--- src/hw/sdcr_pkg.sv ---
package sdcr_pkg;
    // ------------------------------------------------------------
    // Register addresses and widths
    // ------------------------------------------------------------
    localparam int ADDR_W = 4;
    localparam int DATA_W = 9;
    localparam int CODE_W = 8;
    localparam int SAMP_W = 24;
    localparam logic [3:0] ADDR_LEFT_GAIN  = 4'h0;
    localparam logic [3:0] ADDR_RIGHT_GAIN = 4'h1;
    localparam logic [3:0] ADDR_CONV_CTRL  = 4'h2;
    localparam logic [3:0] ADDR_INTF_CTRL  = 4'h3;

    // ------------------------------------------------------------
    // Field positions
    // ------------------------------------------------------------
    localparam int BIT_COMMIT      = 8;
    localparam int BIT_SILENCE     = 0;
    localparam int BIT_EMPHASIS    = 1;
    localparam int BIT_POWER_SAVE  = 2;
    localparam int BIT_FMT_LO      = 3;
    localparam int BIT_FMT_HI      = 5;
    localparam int BIT_FMT_MSB     = 0;
    localparam int BIT_FRAME_POL   = 1;
    localparam int BIT_SHARED_GAIN = 2;
    localparam int BIT_PHASE_INV   = 4;
    localparam int BIT_BITCLK_POL  = 5;
    localparam int BIT_ZERO_DETECT = 8;

    // ------------------------------------------------------------
    // Reset values and counts
    // ------------------------------------------------------------
    localparam logic [7:0] GAIN_RESET  = 8'hff;
    localparam logic [7:0] GAIN_MUTE   = 8'h00;
    localparam int         ZERO_RUN    = 1024;
    localparam int         GAIN_STEPS  = 256;

    // ------------------------------------------------------------
    // Decoded audio formats
    // ------------------------------------------------------------
    typedef enum logic [3:0] {
        SDCR_RJ16, SDCR_RJ20, SDCR_RJ24, SDCR_LJ24,
        SDCR_SS16, SDCR_SS24, SDCR_SS20, SDCR_LJ20,
        SDCR_DSP16, SDCR_DSP20, SDCR_DSP24, SDCR_DSP32,
        SDCR_LJ16, SDCR_FMT_BAD
    } sdcr_fmt_t;
endpackage

--- src/hw/sdcr_gain.sv ---
`timescale 1ns/1ps
`default_nettype none
// Scales one channel's sample; code 0 is full mute, 0xff is unity.
// Linear steps of 1/256 of the sample per code below 0xff, kept small on purpose.
module sdcr_gain
    import sdcr_pkg::*;
#(
    parameter int W = SAMP_W
)(
    input  wire logic             clk_sys,
    input  wire logic             rst,
    input  wire logic [CODE_W-1:0] code,
    input  wire logic             invert,
    input  wire logic [W-1:0]     sample_in,
    output logic      [W-1:0]     sample_out
);
    logic [W-1:0]      next_sample_out;
    logic [W+CODE_W:0] prod;

    always_comb
    begin
        prod = $signed({sample_in[W-1], sample_in}) * $signed({1'b0, code});
        next_sample_out = (code == GAIN_RESET) ? sample_in : prod[W+CODE_W-1:CODE_W];
        if (invert)
        begin
            next_sample_out = W'(-next_sample_out);
        end
    end

    always_ff @(posedge clk_sys)
    begin
        if (rst)
        begin
            sample_out <= '0;
        end
        else
        begin
            sample_out <= next_sample_out;
        end
    end
endmodule
`default_nettype wire

--- src/hw/sdcr_regs.sv ---
`timescale 1ns/1ps
`default_nettype none
module sdcr_regs
    import sdcr_pkg::*;
#(
    parameter int ZERO_COUNT = ZERO_RUN
)(
    input  wire logic              clk_sys,
    input  wire logic              rst,
    input  wire logic              wr_en,
    input  wire logic [ADDR_W-1:0] wr_addr,
    input  wire logic [DATA_W-1:0] wr_data,
    input  wire logic              sample_valid,
    input  wire logic [SAMP_W-1:0] left_sample_in,
    input  wire logic [SAMP_W-1:0] right_sample_in,
    output logic      [SAMP_W-1:0] left_channel,
    output logic      [SAMP_W-1:0] right_channel,
    output logic      [CODE_W-1:0] left_gain_code,
    output logic      [CODE_W-1:0] right_gain_code,
    output logic                   soft_silence_sel,
    output logic                   emphasis_filter_on,
    output logic                   power_save_sel,
    output logic      [3:0]        word_format_sel,
    output sdcr_fmt_t              word_format,
    output logic                   frame_clock_polarity,
    output logic                   shared_left_gain,
    output logic                   phase_invert,
    output logic                   bit_clock_polarity,
    output logic                   zero_detect_enable,
    output logic                   zero_flag
);
    localparam int ZC_W = $clog2(ZERO_COUNT + 1);

    // ------------------------------------------------------------
    // State
    // ------------------------------------------------------------
    logic [CODE_W-1:0] left_pend;
    logic [CODE_W-1:0] right_pend;
    logic [CODE_W-1:0] left_act;
    logic [CODE_W-1:0] right_act;
    logic [DATA_W-1:0] conv_bits;
    logic [DATA_W-1:0] intf_bits;
    logic [ZC_W-1:0]   zero_cnt;
    logic [CODE_W-1:0] next_left_pend;
    logic [CODE_W-1:0] next_right_pend;
    logic [CODE_W-1:0] next_left_act;
    logic [CODE_W-1:0] next_right_act;
    logic [DATA_W-1:0] next_conv_bits;
    logic [DATA_W-1:0] next_intf_bits;
    logic [ZC_W-1:0]   next_zero_cnt;
    logic              next_zero_flag;
    logic              commit;
    logic              both_zero;
    logic [CODE_W-1:0] right_eff;

    // ------------------------------------------------------------
    // Register writes
    // ------------------------------------------------------------
    always_comb
    begin
        next_left_pend  = left_pend;
        next_right_pend = right_pend;
        next_conv_bits  = conv_bits;
        next_intf_bits  = intf_bits;
        commit          = 1'b0;
        if (wr_en)
        begin
            unique case (wr_addr)
                ADDR_LEFT_GAIN:
                begin
                    next_left_pend = wr_data[CODE_W-1:0];
                    commit         = wr_data[BIT_COMMIT];
                end
                ADDR_RIGHT_GAIN:
                begin
                    next_right_pend = wr_data[CODE_W-1:0];
                    commit          = wr_data[BIT_COMMIT];
                end
                ADDR_CONV_CTRL:  next_conv_bits = wr_data;
                ADDR_INTF_CTRL:  next_intf_bits = wr_data;
                default:
                begin
                end
            endcase
        end
        // commit moves both pendings, including this write
        next_left_act  = commit ? next_left_pend : left_act;
        next_right_act = commit ? next_right_pend : right_act;
    end

    always_ff @(posedge clk_sys)
    begin
        if (rst)
        begin
            left_pend  <= GAIN_RESET;
            right_pend <= GAIN_RESET;
            left_act   <= GAIN_RESET;
            right_act  <= GAIN_RESET;
            conv_bits  <= '0;
            intf_bits  <= '0;
        end
        else
        begin
            left_pend  <= next_left_pend;
            right_pend <= next_right_pend;
            left_act   <= next_left_act;
            right_act  <= next_right_act;
            conv_bits  <= next_conv_bits;
            intf_bits  <= next_intf_bits;
        end
    end

    // ------------------------------------------------------------
    // Field outputs
    // ------------------------------------------------------------
    assign left_gain_code       = left_act;
    assign right_gain_code      = right_act;
    assign soft_silence_sel     = conv_bits[BIT_SILENCE];
    assign emphasis_filter_on   = conv_bits[BIT_EMPHASIS];
    assign power_save_sel       = conv_bits[BIT_POWER_SAVE];
    assign word_format_sel      = {conv_bits[BIT_FMT_HI], intf_bits[BIT_FMT_MSB],
                                   conv_bits[BIT_FMT_HI-1:BIT_FMT_LO]};
    assign frame_clock_polarity = intf_bits[BIT_FRAME_POL];
    assign shared_left_gain     = intf_bits[BIT_SHARED_GAIN];
    assign phase_invert         = intf_bits[BIT_PHASE_INV];
    assign bit_clock_polarity   = intf_bits[BIT_BITCLK_POL];
    assign zero_detect_enable   = intf_bits[BIT_ZERO_DETECT];

    // format decode, order is wide bit, standard bit, low pair
    always_comb
    begin
        unique case (word_format_sel)
            4'h0:    word_format = SDCR_RJ16;
            4'h1:    word_format = SDCR_RJ20;
            4'h2:    word_format = SDCR_RJ24;
            4'h3:    word_format = SDCR_LJ24;
            4'h4:    word_format = SDCR_SS16;
            4'h5:    word_format = SDCR_SS24;
            4'h6:    word_format = SDCR_SS20;
            4'h7:    word_format = SDCR_LJ20;
            4'h8:    word_format = SDCR_DSP16;
            4'h9:    word_format = SDCR_DSP20;
            4'ha:    word_format = SDCR_DSP24;
            4'hb:    word_format = SDCR_DSP32;
            4'hc:    word_format = SDCR_LJ16;
            default: word_format = SDCR_FMT_BAD;
        endcase
    end

    // ------------------------------------------------------------
    // Sample path
    // ------------------------------------------------------------
    // right follows left gain when shared
    assign right_eff = shared_left_gain ? left_act : right_act;

    // gain ahead of the filter stage
    sdcr_gain #(.W(SAMP_W)) u_left (
        .clk_sys    (clk_sys),
        .rst        (rst),
        .code       (left_act),
        .invert     (phase_invert),
        .sample_in  (left_sample_in),
        .sample_out (left_channel)
    );

    sdcr_gain #(.W(SAMP_W)) u_right (
        .clk_sys    (clk_sys),
        .rst        (rst),
        .code       (right_eff),
        .invert     (phase_invert),
        .sample_in  (right_sample_in),
        .sample_out (right_channel)
    );

    // ------------------------------------------------------------
    // Zero detection
    // ------------------------------------------------------------
    assign both_zero = (left_sample_in == '0) && (right_sample_in == '0);

    // count zero pairs, release on any nonzero
    always_comb
    begin
        next_zero_cnt  = zero_cnt;
        next_zero_flag = zero_flag;
        if (!zero_detect_enable)
        begin
            next_zero_cnt  = '0;
            next_zero_flag = 1'b0;
        end
        else if (sample_valid)
        begin
            if (!both_zero)
            begin
                next_zero_cnt  = '0;
                next_zero_flag = 1'b0;
            end
            else if (zero_cnt < ZC_W'(ZERO_COUNT))
            begin
                next_zero_cnt  = zero_cnt + 1'b1;
                next_zero_flag = (zero_cnt == ZC_W'(ZERO_COUNT - 1));
            end
        end
    end

    always_ff @(posedge clk_sys)
    begin
        if (rst)
        begin
            zero_cnt  <= '0;
            zero_flag <= 1'b0;
        end
        else
        begin
            zero_cnt  <= next_zero_cnt;
            zero_flag <= next_zero_flag;
        end
    end

    // ------------------------------------------------------------
    // Checks
    // ------------------------------------------------------------
    a_left_pend_only: assert property (@(posedge clk_sys) disable iff (rst)
        (wr_en && wr_addr == ADDR_LEFT_GAIN && !wr_data[BIT_COMMIT])
        |=> (left_act == $past(left_act) && left_pend == $past(wr_data[CODE_W-1:0])))
        else $error("left pending write changed active gain");
    a_right_pend_only: assert property (@(posedge clk_sys) disable iff (rst)
        (wr_en && wr_addr == ADDR_RIGHT_GAIN && !wr_data[BIT_COMMIT])
        |=> (right_act == $past(right_act)))
        else $error("right pending write changed active gain");
    a_commit_both: assert property (@(posedge clk_sys) disable iff (rst)
        (wr_en && wr_addr == ADDR_LEFT_GAIN && wr_data[BIT_COMMIT])
        |=> (left_act == $past(wr_data[CODE_W-1:0]) && right_act == $past(right_pend)))
        else $error("commit did not move both channels");
    a_right_commit: assert property (@(posedge clk_sys) disable iff (rst)
        (wr_en && wr_addr == ADDR_RIGHT_GAIN && wr_data[BIT_COMMIT])
        |=> (right_act == right_pend && left_act == left_pend))
        else $error("right commit left stages apart");
    a_reset_gain: assert property (@(posedge clk_sys)
        rst |=> (left_act == GAIN_RESET && right_pend == GAIN_RESET
                 && !zero_detect_enable && !zero_flag))
        else $error("reset defaults not loaded");
    a_silence_bit: assert property (@(posedge clk_sys) disable iff (rst)
        (wr_en && wr_addr == ADDR_CONV_CTRL)
        |=> (soft_silence_sel == $past(wr_data[BIT_SILENCE])
             && power_save_sel == $past(wr_data[BIT_POWER_SAVE])))
        else $error("control write not reflected");
    a_shared_gain: assert property (@(posedge clk_sys) disable iff (rst)
        (shared_left_gain && left_sample_in == right_sample_in && !phase_invert)
        |=> (left_channel == right_channel))
        else $error("shared gain differs between channels");
    a_zero_release: assert property (@(posedge clk_sys) disable iff (rst)
        (sample_valid && !both_zero) |=> !zero_flag)
        else $error("zero flag held after nonzero sample");
    a_zero_needs_run: assert property (@(posedge clk_sys) disable iff (rst)
        $rose(zero_flag) |-> (zero_cnt == ZC_W'(ZERO_COUNT) && $past(zero_detect_enable)))
        else $error("zero flag raised early");
    a_zero_disabled: assert property (@(posedge clk_sys) disable iff (rst)
        !zero_detect_enable |=> !zero_flag)
        else $error("zero flag set while detection disabled");
    a_intf_bits: assert property (@(posedge clk_sys) disable iff (rst)
        (wr_en && wr_addr == ADDR_INTF_CTRL)
        |=> (frame_clock_polarity == $past(wr_data[BIT_FRAME_POL])
             && bit_clock_polarity == $past(wr_data[BIT_BITCLK_POL])
             && zero_detect_enable == $past(wr_data[BIT_ZERO_DETECT])
             && phase_invert == $past(wr_data[BIT_PHASE_INV])))
        else $error("interface control write not reflected");
    a_format_bits: assert property (@(posedge clk_sys) disable iff (rst)
        (wr_en && wr_addr == ADDR_CONV_CTRL)
        |=> (word_format_sel[BIT_FMT_HI-BIT_FMT_LO-1:0] == $past(wr_data[BIT_FMT_HI-1:BIT_FMT_LO])
             && emphasis_filter_on == $past(wr_data[BIT_EMPHASIS])))
        else $error("format or emphasis field not reflected");
    a_stray_addr: assert property (@(posedge clk_sys) disable iff (rst)
        (wr_en && wr_addr > ADDR_INTF_CTRL)
        |=> (left_pend == $past(left_pend) && right_pend == $past(right_pend)
             && conv_bits == $past(conv_bits) && intf_bits == $past(intf_bits)))
        else $error("write to unused address changed state");
    a_unity_gain: assert property (@(posedge clk_sys) disable iff (rst)
        (left_act == GAIN_RESET && !phase_invert) |=> (left_channel == $past(left_sample_in)))
        else $error("full scale code did not pass the sample unchanged");
endmodule
`default_nettype wire

--- config.mk ---
export PLATFORM = sky130hd
export DESIGN_NAME = sdcr_regs
export DESIGN_NICKNAME = d
export VERILOG_FILES = /design/src/hw/sdcr_pkg.sv /design/src/hw/sdcr_gain.sv /design/src/hw/sdcr_regs.sv
export SDC_FILE = /design/constraint.sdc
export NUM_CORES = 1
export LEC_CHECK = 0
export ABC_CLOCK_PERIOD_IN_PS = 14000
export BUFFER_PORTS_ARGS = -buffer_cell sky130_fd_sc_hd__buf_2
export CAP_MARGIN = 40
export CORE_AREA = 4 4 201 203
export DETAILED_ROUTE_END_ITERATION = 10
export DIE_AREA = 0 0 205 207
export PLACE_DENSITY = 0.67
export SLEW_MARGIN = 20
export SYNTH_ARGS = -nofsm -noshare
export SYNTH_HDL_FRONTEND = slang
export SYNTH_SLANG_ARGS = --single-unit
--- constraint.sdc ---
create_clock -name clk_sys -period 14 [get_ports clk_sys]
set_input_delay 2.1 -clock clk_sys [delete_from_list [all_inputs] [get_ports clk_sys]]
set_output_delay 2.1 -clock clk_sys [all_outputs]
set_load 0.01 [all_outputs]
### Yosys cells after proc, flatten, opt, wreduce, memory -nomap -nowiden

Memory sizes are Yosys's and may differ from the RTL's.
Index checks and enable logic that the tools add are counted.

| storage, ports and cells | value |
|---|---|
| flip-flop bits (word level) | 107 |
| ROM bits | 64 |
| input port bits | 65 |
| logic and storage cells | 49 |
| memories | 1 |

| cells by class | value |
|---|---|
| add/subtract/negate cells | 3 |
| multipliers | 2 |
| order comparisons | 1 |
| equal/unequal tests | 7 |
| mux-type cells | 15 |
| bitwise operators | 1 |
| reduce and logical (&&, ||, !) cells | 9 |

Memory list:

| memory | words | width | read ports | clocked after Yosys merged registers in | wr ports | RTL line | source |
|---|---|---|---|---|---|---|---|
| (name not given) | 16 | 4 | 1 | 0 | 0 | sdcr_regs.sv:132 | `unique case (word_format_sel)` |

Operators by type and width:

| kind | number |
|---|---|
| $mux W24 | 4 |
| $mul A24 B9 Y32 | 2 |
| $logic_not A24 Y1 | 2 |
| $neg A24 Y24 | 2 |
| $mux W8 | 5 |
| $mux W11 | 2 |
| $eq A8 B8 Y1 const B | 2 |
| $add A11 B1 Y11 const B | 1 |
| $eq A11 B10 Y1 const B | 1 |
| $lt A11 B11 Y1 const B | 1 |
| $eq A4 B2 Y1 const B | 2 |
| $reduce_and A2 Y1 | 3 |
| $eq A4 B1 Y1 const B | 1 |
| $logic_not A4 Y1 | 1 |
| $mux W1 | 4 |
| $reduce_or A2 Y1 | 2 |
| $ne A2 B1 Y1 const B | 1 |
| $logic_and A1 B1 Y1 | 1 |
| $not A1 Y1 | 1 |

### Longest topological paths before layout

Gate-level depths: netlist of the first run.

| depth | value |
|---|---|
| word-level depth | 5 |
| mapped depth | 26 |

### Modules after synthesis

Synthesis of the first run repeated with hierarchy kept, for this count alone.

| unflattened totals | value |
|---|---|
| cells, all modules | 2,349 |
| area total of the unflattened synthesis | 19,257.2 µm² |

Modules (own cells, without submodules):

| module | times used | cells each | area an instance (µm²) |
|---|---|---|---|
| sdcr_gain (u_right) | 1 | 1,040 | 8,404.3 |
| sdcr_gain (u_left) | 1 | 1,051 | 8,396.8 |
| sdcr_regs | 1 | 258 | 2,456.1 |

### Worst setup path after synthesis of the first run

Ideal clock, no wire load.

| path | value |
|---|---|
| kind | in2reg |
| from | input port right_sample_in[9] |
| to | register u_right.sample_out[20] |
| setup time | 0.123 ns |
| arrival time | 7.682 ns |
| slack | 6.195 ns |
| stages | 22 |
| buffers on the path | 4 |
| path through | clkbuf_1 -> nand2_1 -> fa_1 -> inv_1 -> fa_1 -> fa_1 -> inv_1 -> fa_1 -> inv_1 -> ha_1 -> clkbuf_1 -> a21oi_1 -> clkbuf_1 -> nand4_1 -> and3_1 -> a2111o_1 -> and3_1 -> clkbuf_1 -> a211o_1 -> or4b_1 -> o21ai_1 -> mux2_1 |

| on the way | value |
|---|---|
| word-level cells in the longest chain between the ends | 4 |

Ends and longest elaborated chain:

| item | RTL line | source |
|---|---|---|
| start: declaration | sdcr_regs.sv:15 | `input wire logic [SAMP_W-1:0] right_sample_in,` |
| $mul A24 B9 Y32 | sdcr_gain.sv:22 | `prod = $signed({sample_in[W-1], sample_in}) * $signed({1'b0, code});` |
| $mux W24 (*) | sdcr_gain.sv:23 | `next_sample_out = (code == GAIN_RESET) ? sample_in : prod[W+CODE_W-1:CODE_W];` |
| $neg A24 Y24 | sdcr_gain.sv:26 | `next_sample_out = W'(-next_sample_out);` |
| $mux W24 (*) | sdcr_gain.sv:24 | `if (invert)` |
| end signal: assignment | sdcr_gain.sv:38 | `sample_out <= next_sample_out;` |
| end: declaration | sdcr_gain.sv:15 | `output logic [W-1:0] sample_out` |

Every way passes the cells marked *; elsewhere a longest branch is shown, timed or not.
A chain may end at the register's enable or synchronous reset.

### Worst setup path in the final report of the first run

Same ends and word-level chain as after synthesis.

==> impl_metrics.tcl, run 1 <==
set metrics [dict create \
    finalSetupTns_ps 0 \
    core-area_sq_um 38500 \
    maxSlewViolCount 0 \
    final_common_cell "inv_1" \
    vias_per_cell 5.62 \
    critPathMaxFanout 11 \
    cts_buffers 9 \
    yosysTopAreaCell "fa_1" \
    multiInputGateArea_sq_um 15000 \
    drv_cap 0 \
    final_cell_mix "inv_1 (397), nand2_1 (311), fa_1 (294)" \
    ios 146 \
    final_nets 2880 \
    drc 0 \
    tightest_slew_ps 894 \
    grt_max_degree 57 \
    hold_path.class "reg2reg" \
    rsz0062_at_grt "no" \
    die_w_um 205 \
    vias 16400 \
    fillers 3699 \
    cpPeakStageDelay_ps 660 \
    io_buffers 145 \
    relSlewSlack 0.399 \
    synth-edff-count 0 \
    hold_viol 0 \
    drt_iter0_drc 891 \
    arrival_ps 8450 \
    die_h_um 207 \
    antenna_found_initial 1 \
    ys_async_sr_fraction 0 \
    ant_nets 0 \
    grt_usage 0.260 \
    cts_hold_buf 0 \
    clockBufferDepth 2 \
    synth.distinct_cells 79 \
    path_class "in2reg" \
    cts-resized-gates 0 \
    required_ps 14250 \
    setup_viol 0 \
    synth_area_leaders "fa_1 (31%), dfxtp_1 (11%), ha_1 (7.9%)" \
    cts_tree "done" \
    rows 72 \
    path_buf_inv 4 \
    cpLargestDelayFamily "adder cells" \
    cts-root-buf "clkbuf_16" \
    synth_cells 2372 \
    cp_cell_sequence "buf_2 -> nand2_1 -> fa_1 -> inv_1 -> fa_1 -> fa_1 -> inv_1 -> fa_1 -> inv_1 -> ha_1 -> a21oi_1 -> o211ai_1 -> and3_1 -> a221oi_1 -> nor4b_1 -> nand2_1 -> or4b_1 -> o21ai_1 -> mux2_1" \
    synth_top_area_share 0.307 \
    max_freq_mhz 122 \
    synth_nets 2852 \
    place.gp.congestion 0.947 \
    ys_ff_latch 104 \
    syn_area_per_cell_sq_um 8.09 \
    synth_area_sq_um 19200 \
    wl_um 54700 \
    grt_pass1_vias 16900 \
    min_period_over_period 0.586 \
    seq_area_sq_um 2080 \
    start_util 0.499 \
    drive_gt1_frac 0.0869 \
    dieArea_sq_um 42400 \
    yosys_warnings 0 \
    crit_path_start_kind "input pin" \
    clk_pin_slew_ps 70 \
    crit_slowest_cell "a21oi_1" \
    path_common_cell "fa_1" \
    cts_num_sinks 104 \
    grt_pass1_wl_um 89400 \
    synth_ff_type "dfxtp_1" \
    ys_seq_area_frac 0.108 \
    area_delta_synth_final_pct 6.45 \
    hpwl_um 43500 \
    clk_latency_ps 370 \
    cts_setup_buffers 0 \
    outcome "finished, final reports clean" \
    grt_overflow 0 \
    crit_path_end_kind "flip-flop" \
    wl_per_cell_um 18.7 \
    final.min_clock_period_ps 8200 \
    first_pass_iters 5 \
    ctsHtreeMaxLevel 3 \
    finClkSkew_ps 15.1 \
]
stage by stage:
step	worst slack [ps]	hold slack (ps)	util	instance area [sq um]	cells
after floorplan	6200	438	-	19200	2372
after global placement	5570	448	0.523	20100	2903
after detailed placement	5480	445	0.524	20100	2907
after CTS	5830	456	0.531	20400	2923
after global routing	5410	465	0.531	20400	2924
final	5800	454	0.531	20400	2925
routing by layer:
layer	global-route usage	up-vias	share of wire
li1	-	7641	-
met1	0.330	8241	0.41
met2	0.456	440	0.50
met3	0.0256	110	0.044
met4	0.106	0	0.044
met5	0	-	0
flip-flops by register name, summed over array words and instances (netlist names):
name	flops
left_gain_code	8
u_right.sample_out	24
u_left.sample_out	24
intf_bits	6
conv_bits	6
right_gain_code	8
zero_flag	1
left_pend	8
zero_cnt	11
right_pend	8
synthesized netlist by cell type (18+ instances only):
master      n
fa_1      294
xor2_1     25
buf_1      20
a31oi_1    19
xnor2_1    32
mux2i_1    43
ha_1      121
o21ai_0    49
nand3_1    46
inv_1     397
nor2b_1    49
nand4_1    22
nor3_1     34
and3_1     28
clkbuf_1  112
nor2_1    129
o211ai_1   28
and2_1    170
or3_1      18
dfxtp_1   104
a21oi_1    84
nand2_1   311
kinds of logic after synthesis:
group,synth area share
muxes,0.0271
adders and majority gates,0.386
and+or+nand+nor,0.231
buffers and inverters,0.108
AOI/OAI and AO/OA,0.113
DFF,0.108
xor gates and xnor gates,0.0260
worst min-delay path: cells and delay by family, from the launching register on:
family / cells / cell delay (ps)
DFF: 1 / 310
AOI/OAI and AO/OA: 1 / 50
and+or+nand+nor: 1 / 50
final timing paths:
check / from / endpoint / slack [ps] / depth (start not counted)
min reg2reg: zero_flag$_SDFFE_PP0P_ / zero_flag$_SDFFE_PP0P_ / 450 / 2
max: right_sample_in[9] / u_right.sample_out[20]$_SDFF_PP0_ / 5800 / 19
max reg2reg: intf_bits[2]$_SDFFE_PP0P_ / u_right.sample_out[20]$_SDFF_PP0_ / 6330 / 19
min: zero_flag$_SDFFE_PP0P_ / zero_flag$_SDFFE_PP0P_ / 450 / 2
final cells by class:
cell class / instances / share of cell area
tap: 518 / 0.0317
antenna: 2 / 0.000245
clock inverter: 7 / 0.00294
sequential: 104 / 0.102
inverter: 397 / 0.0729
multi-input combinational: 1723 / 0.736
clock buffer: 9 / 0.0110
timing repair buffer: 165 / 0.0429
Power of run 1 is left out: the tool's default activity adds up to more than one toggle a clock period on the data nets, which glitch-free logic cannot reach.
==> run 2, diff against run 1 <==
- ABC_CLOCK_PERIOD_IN_PS: 14000 -> 6800
- PLACE_DENSITY: 0.67 -> 0.7
- clock period: 14 -> 6.8 ns (I/O delays scaled with it)
==> run 2 against run 1 <==
First-iteration DRC count increased by 11%. Clock-buffer cell count stayed put. Via count increased by 3.5%. Sequential share of layout area shrank 0.47 points. Hold slack improved by 13 ps. Die area did not move. Utilization is 2.7 points higher. Critical endpoint is now u_right.sample_out[23]$_SDFF_PP0_. Critical path type is now reg2reg. Wire length grew 4.1%. Largest cell class unchanged.
==> impl_metrics.tcl, run 2 (synthesis gave the netlist of run 1 again) <==
set metrics [dict create \
    outcome "finished, final reports clean" \
    die_w_um 205 \
    drt_iter0_drc 985 \
    grt_overflow 0 \
    grt_usage 0.269 \
    ios 146 \
    cts_buffers 9 \
    postLayoutCellArea_sq_um 21500 \
    min_period_over_period 0.970 \
    core-area_sq_um 38500 \
    dieArea_sq_um 42400 \
    drive_gt1_frac 0.136 \
    clk_latency_ps 370 \
    grt_max_degree 57 \
    area_delta_synth_final_pct 11.8 \
    final_nets 3003 \
    final_cell_mix "inv_1 (397), nand2_1 (311), fa_1 (294)" \
    antenna_found_initial 3 \
    seq_area_sq_um 2090 \
    setup_viol 0 \
    wl_um 56900 \
    rows 72 \
    pre_cts_ws_ps -185 \
    maxSlewViolCount 0 \
    grt_pass1_wl_um 92500 \
    finClkSkew_ps 12.5 \
    relSlewSlack 0.466 \
    drv_cap 0 \
    die_h_um 207 \
    setup_ws_ps 204 \
    fin_util 0.558 \
    clockBufferDepth 2 \
    cts-root-buf "clkbuf_16" \
    ant_nets 0 \
    place_area_sq_um 21100 \
    cts_num_sinks 104 \
    io_buffers 145 \
    critPathMaxFanout 24 \
    crit_path_end_kind "flip-flop" \
    path_class "reg2reg" \
    final_common_cell "inv_1" \
    finalSetupTns_ps 0 \
    first_pass_iters 5 \
    cts_hold_buf 0 \
    cts_tree "done" \
    clk_pin_slew_ps 80 \
    fillers 3584 \
    hpwl_um 46500 \
    ctsHtreeMaxLevel 3 \
    arrival_ps 6870 \
    drc 0 \
    max_freq_mhz 152 \
    grt_pass1_vias 17700 \
    vias_per_cell 5.58 \
    wl_per_cell_um 18.7 \
    final.min_clock_period_ps 6600 \
    tightest_slew_ps 781 \
    multiInputGateArea_sq_um 15100 \
    crit_path_start_kind "flip-flop" \
    reg_top3 "u_left.sample_out x24, u_right.sample_out x24, zero_cnt x11" \
    required_ps 7080 \
    hold_viol 0 \
    hold_path.class "reg2reg" \
    vias 17000 \
    start_util 0.499 \
    place.gp.congestion 0.971 \
]
==> run 2: cell count changes in the layout (fill, tap and decap cells not counted), sizes merged <==
cell / change
clkinvlp: +1
buf: +123
clkinv: -4
diode: +2
inv: +3
==> run 2: final cells by class <==
| cell class | instances | share of cell area |
|---|---|---|
| Multi-Input combinational cell | 1723 | 0.704 |
| Sequential cell | 104 | 0.0972 |
| Timing Repair Buffer | 288 | 0.0854 |
| Inverter | 397 | 0.0695 |
| Clock buffer | 9 | 0.0105 |
| Clock inverter | 7 | 0.00251 |
| Tap cell | 518 | 0.0302 |
| Antenna cell | 4 | 0.000467 |
==> run 2: path summary, 6_finish.rpt <==
kind | end | slack [ps] | startpoint | cells after the start
worst min register to register | zero_flag$_SDFFE_PP0P_ | 470 | zero_flag$_SDFFE_PP0P_ | 2
worst min-delay path | zero_flag$_SDFFE_PP0P_ | 470 | zero_flag$_SDFFE_PP0P_ | 2
worst max register to register | u_right.sample_out[23]$_SDFF_PP0_ | 200 | intf_bits[2]$_SDFFE_PP0P_ | 22
worst max-delay path | u_right.sample_out[23]$_SDFF_PP0_ | 200 | intf_bits[2]$_SDFFE_PP0P_ | 22
==> run 2: repair_timing <==
item / in CTS / in global routing
setup endpoints to repair: 1 / 16
buffers inserted: 0 / 1
hold endpoints to repair: 0 / 0
pin swaps: 0 / 2
gates resized for setup: 4 / 15
==> run 2: per-layer routing <==
metal / routed length (um) / track usage / vias up
met5: 0 / 0 / -
met3: 2910 / 0.0283 / 123
met2: 28500 / 0.468 / 538
met4: 2540 / 0.116 / 0
li1: - / - / 7909
met1: 22900 / 0.339 / 8438
==> run 2: worst max-delay path, stage by stage (launching register included) <==
cell,delay (ps)
dfxtp_4,390
buf_4,170
mux2_2,250
buf_12,180
nand2_1,100
fa_1,490
inv_1,50
fa_1,490
inv_1,50
fa_1,520
inv_1,50
fa_1,430
ha_1,380
a211oi_1,100
buf_4,150
a211o_1,330
and4_4,200
a221o_1,320
or4b_4,570
nor4_2,360
nand4_2,230
o31ai_2,350
mux2i_1,300
==> run 2: per-stage QoR <==
stage	std cells	hold WS (ps)
after floorplan	2372	438
after global placement	3027	450
after detailed placement	3029	461
after CTS	3045	476
after global routing	3049	498
final	3050	467
Power of run 2 is left out for the same reason.
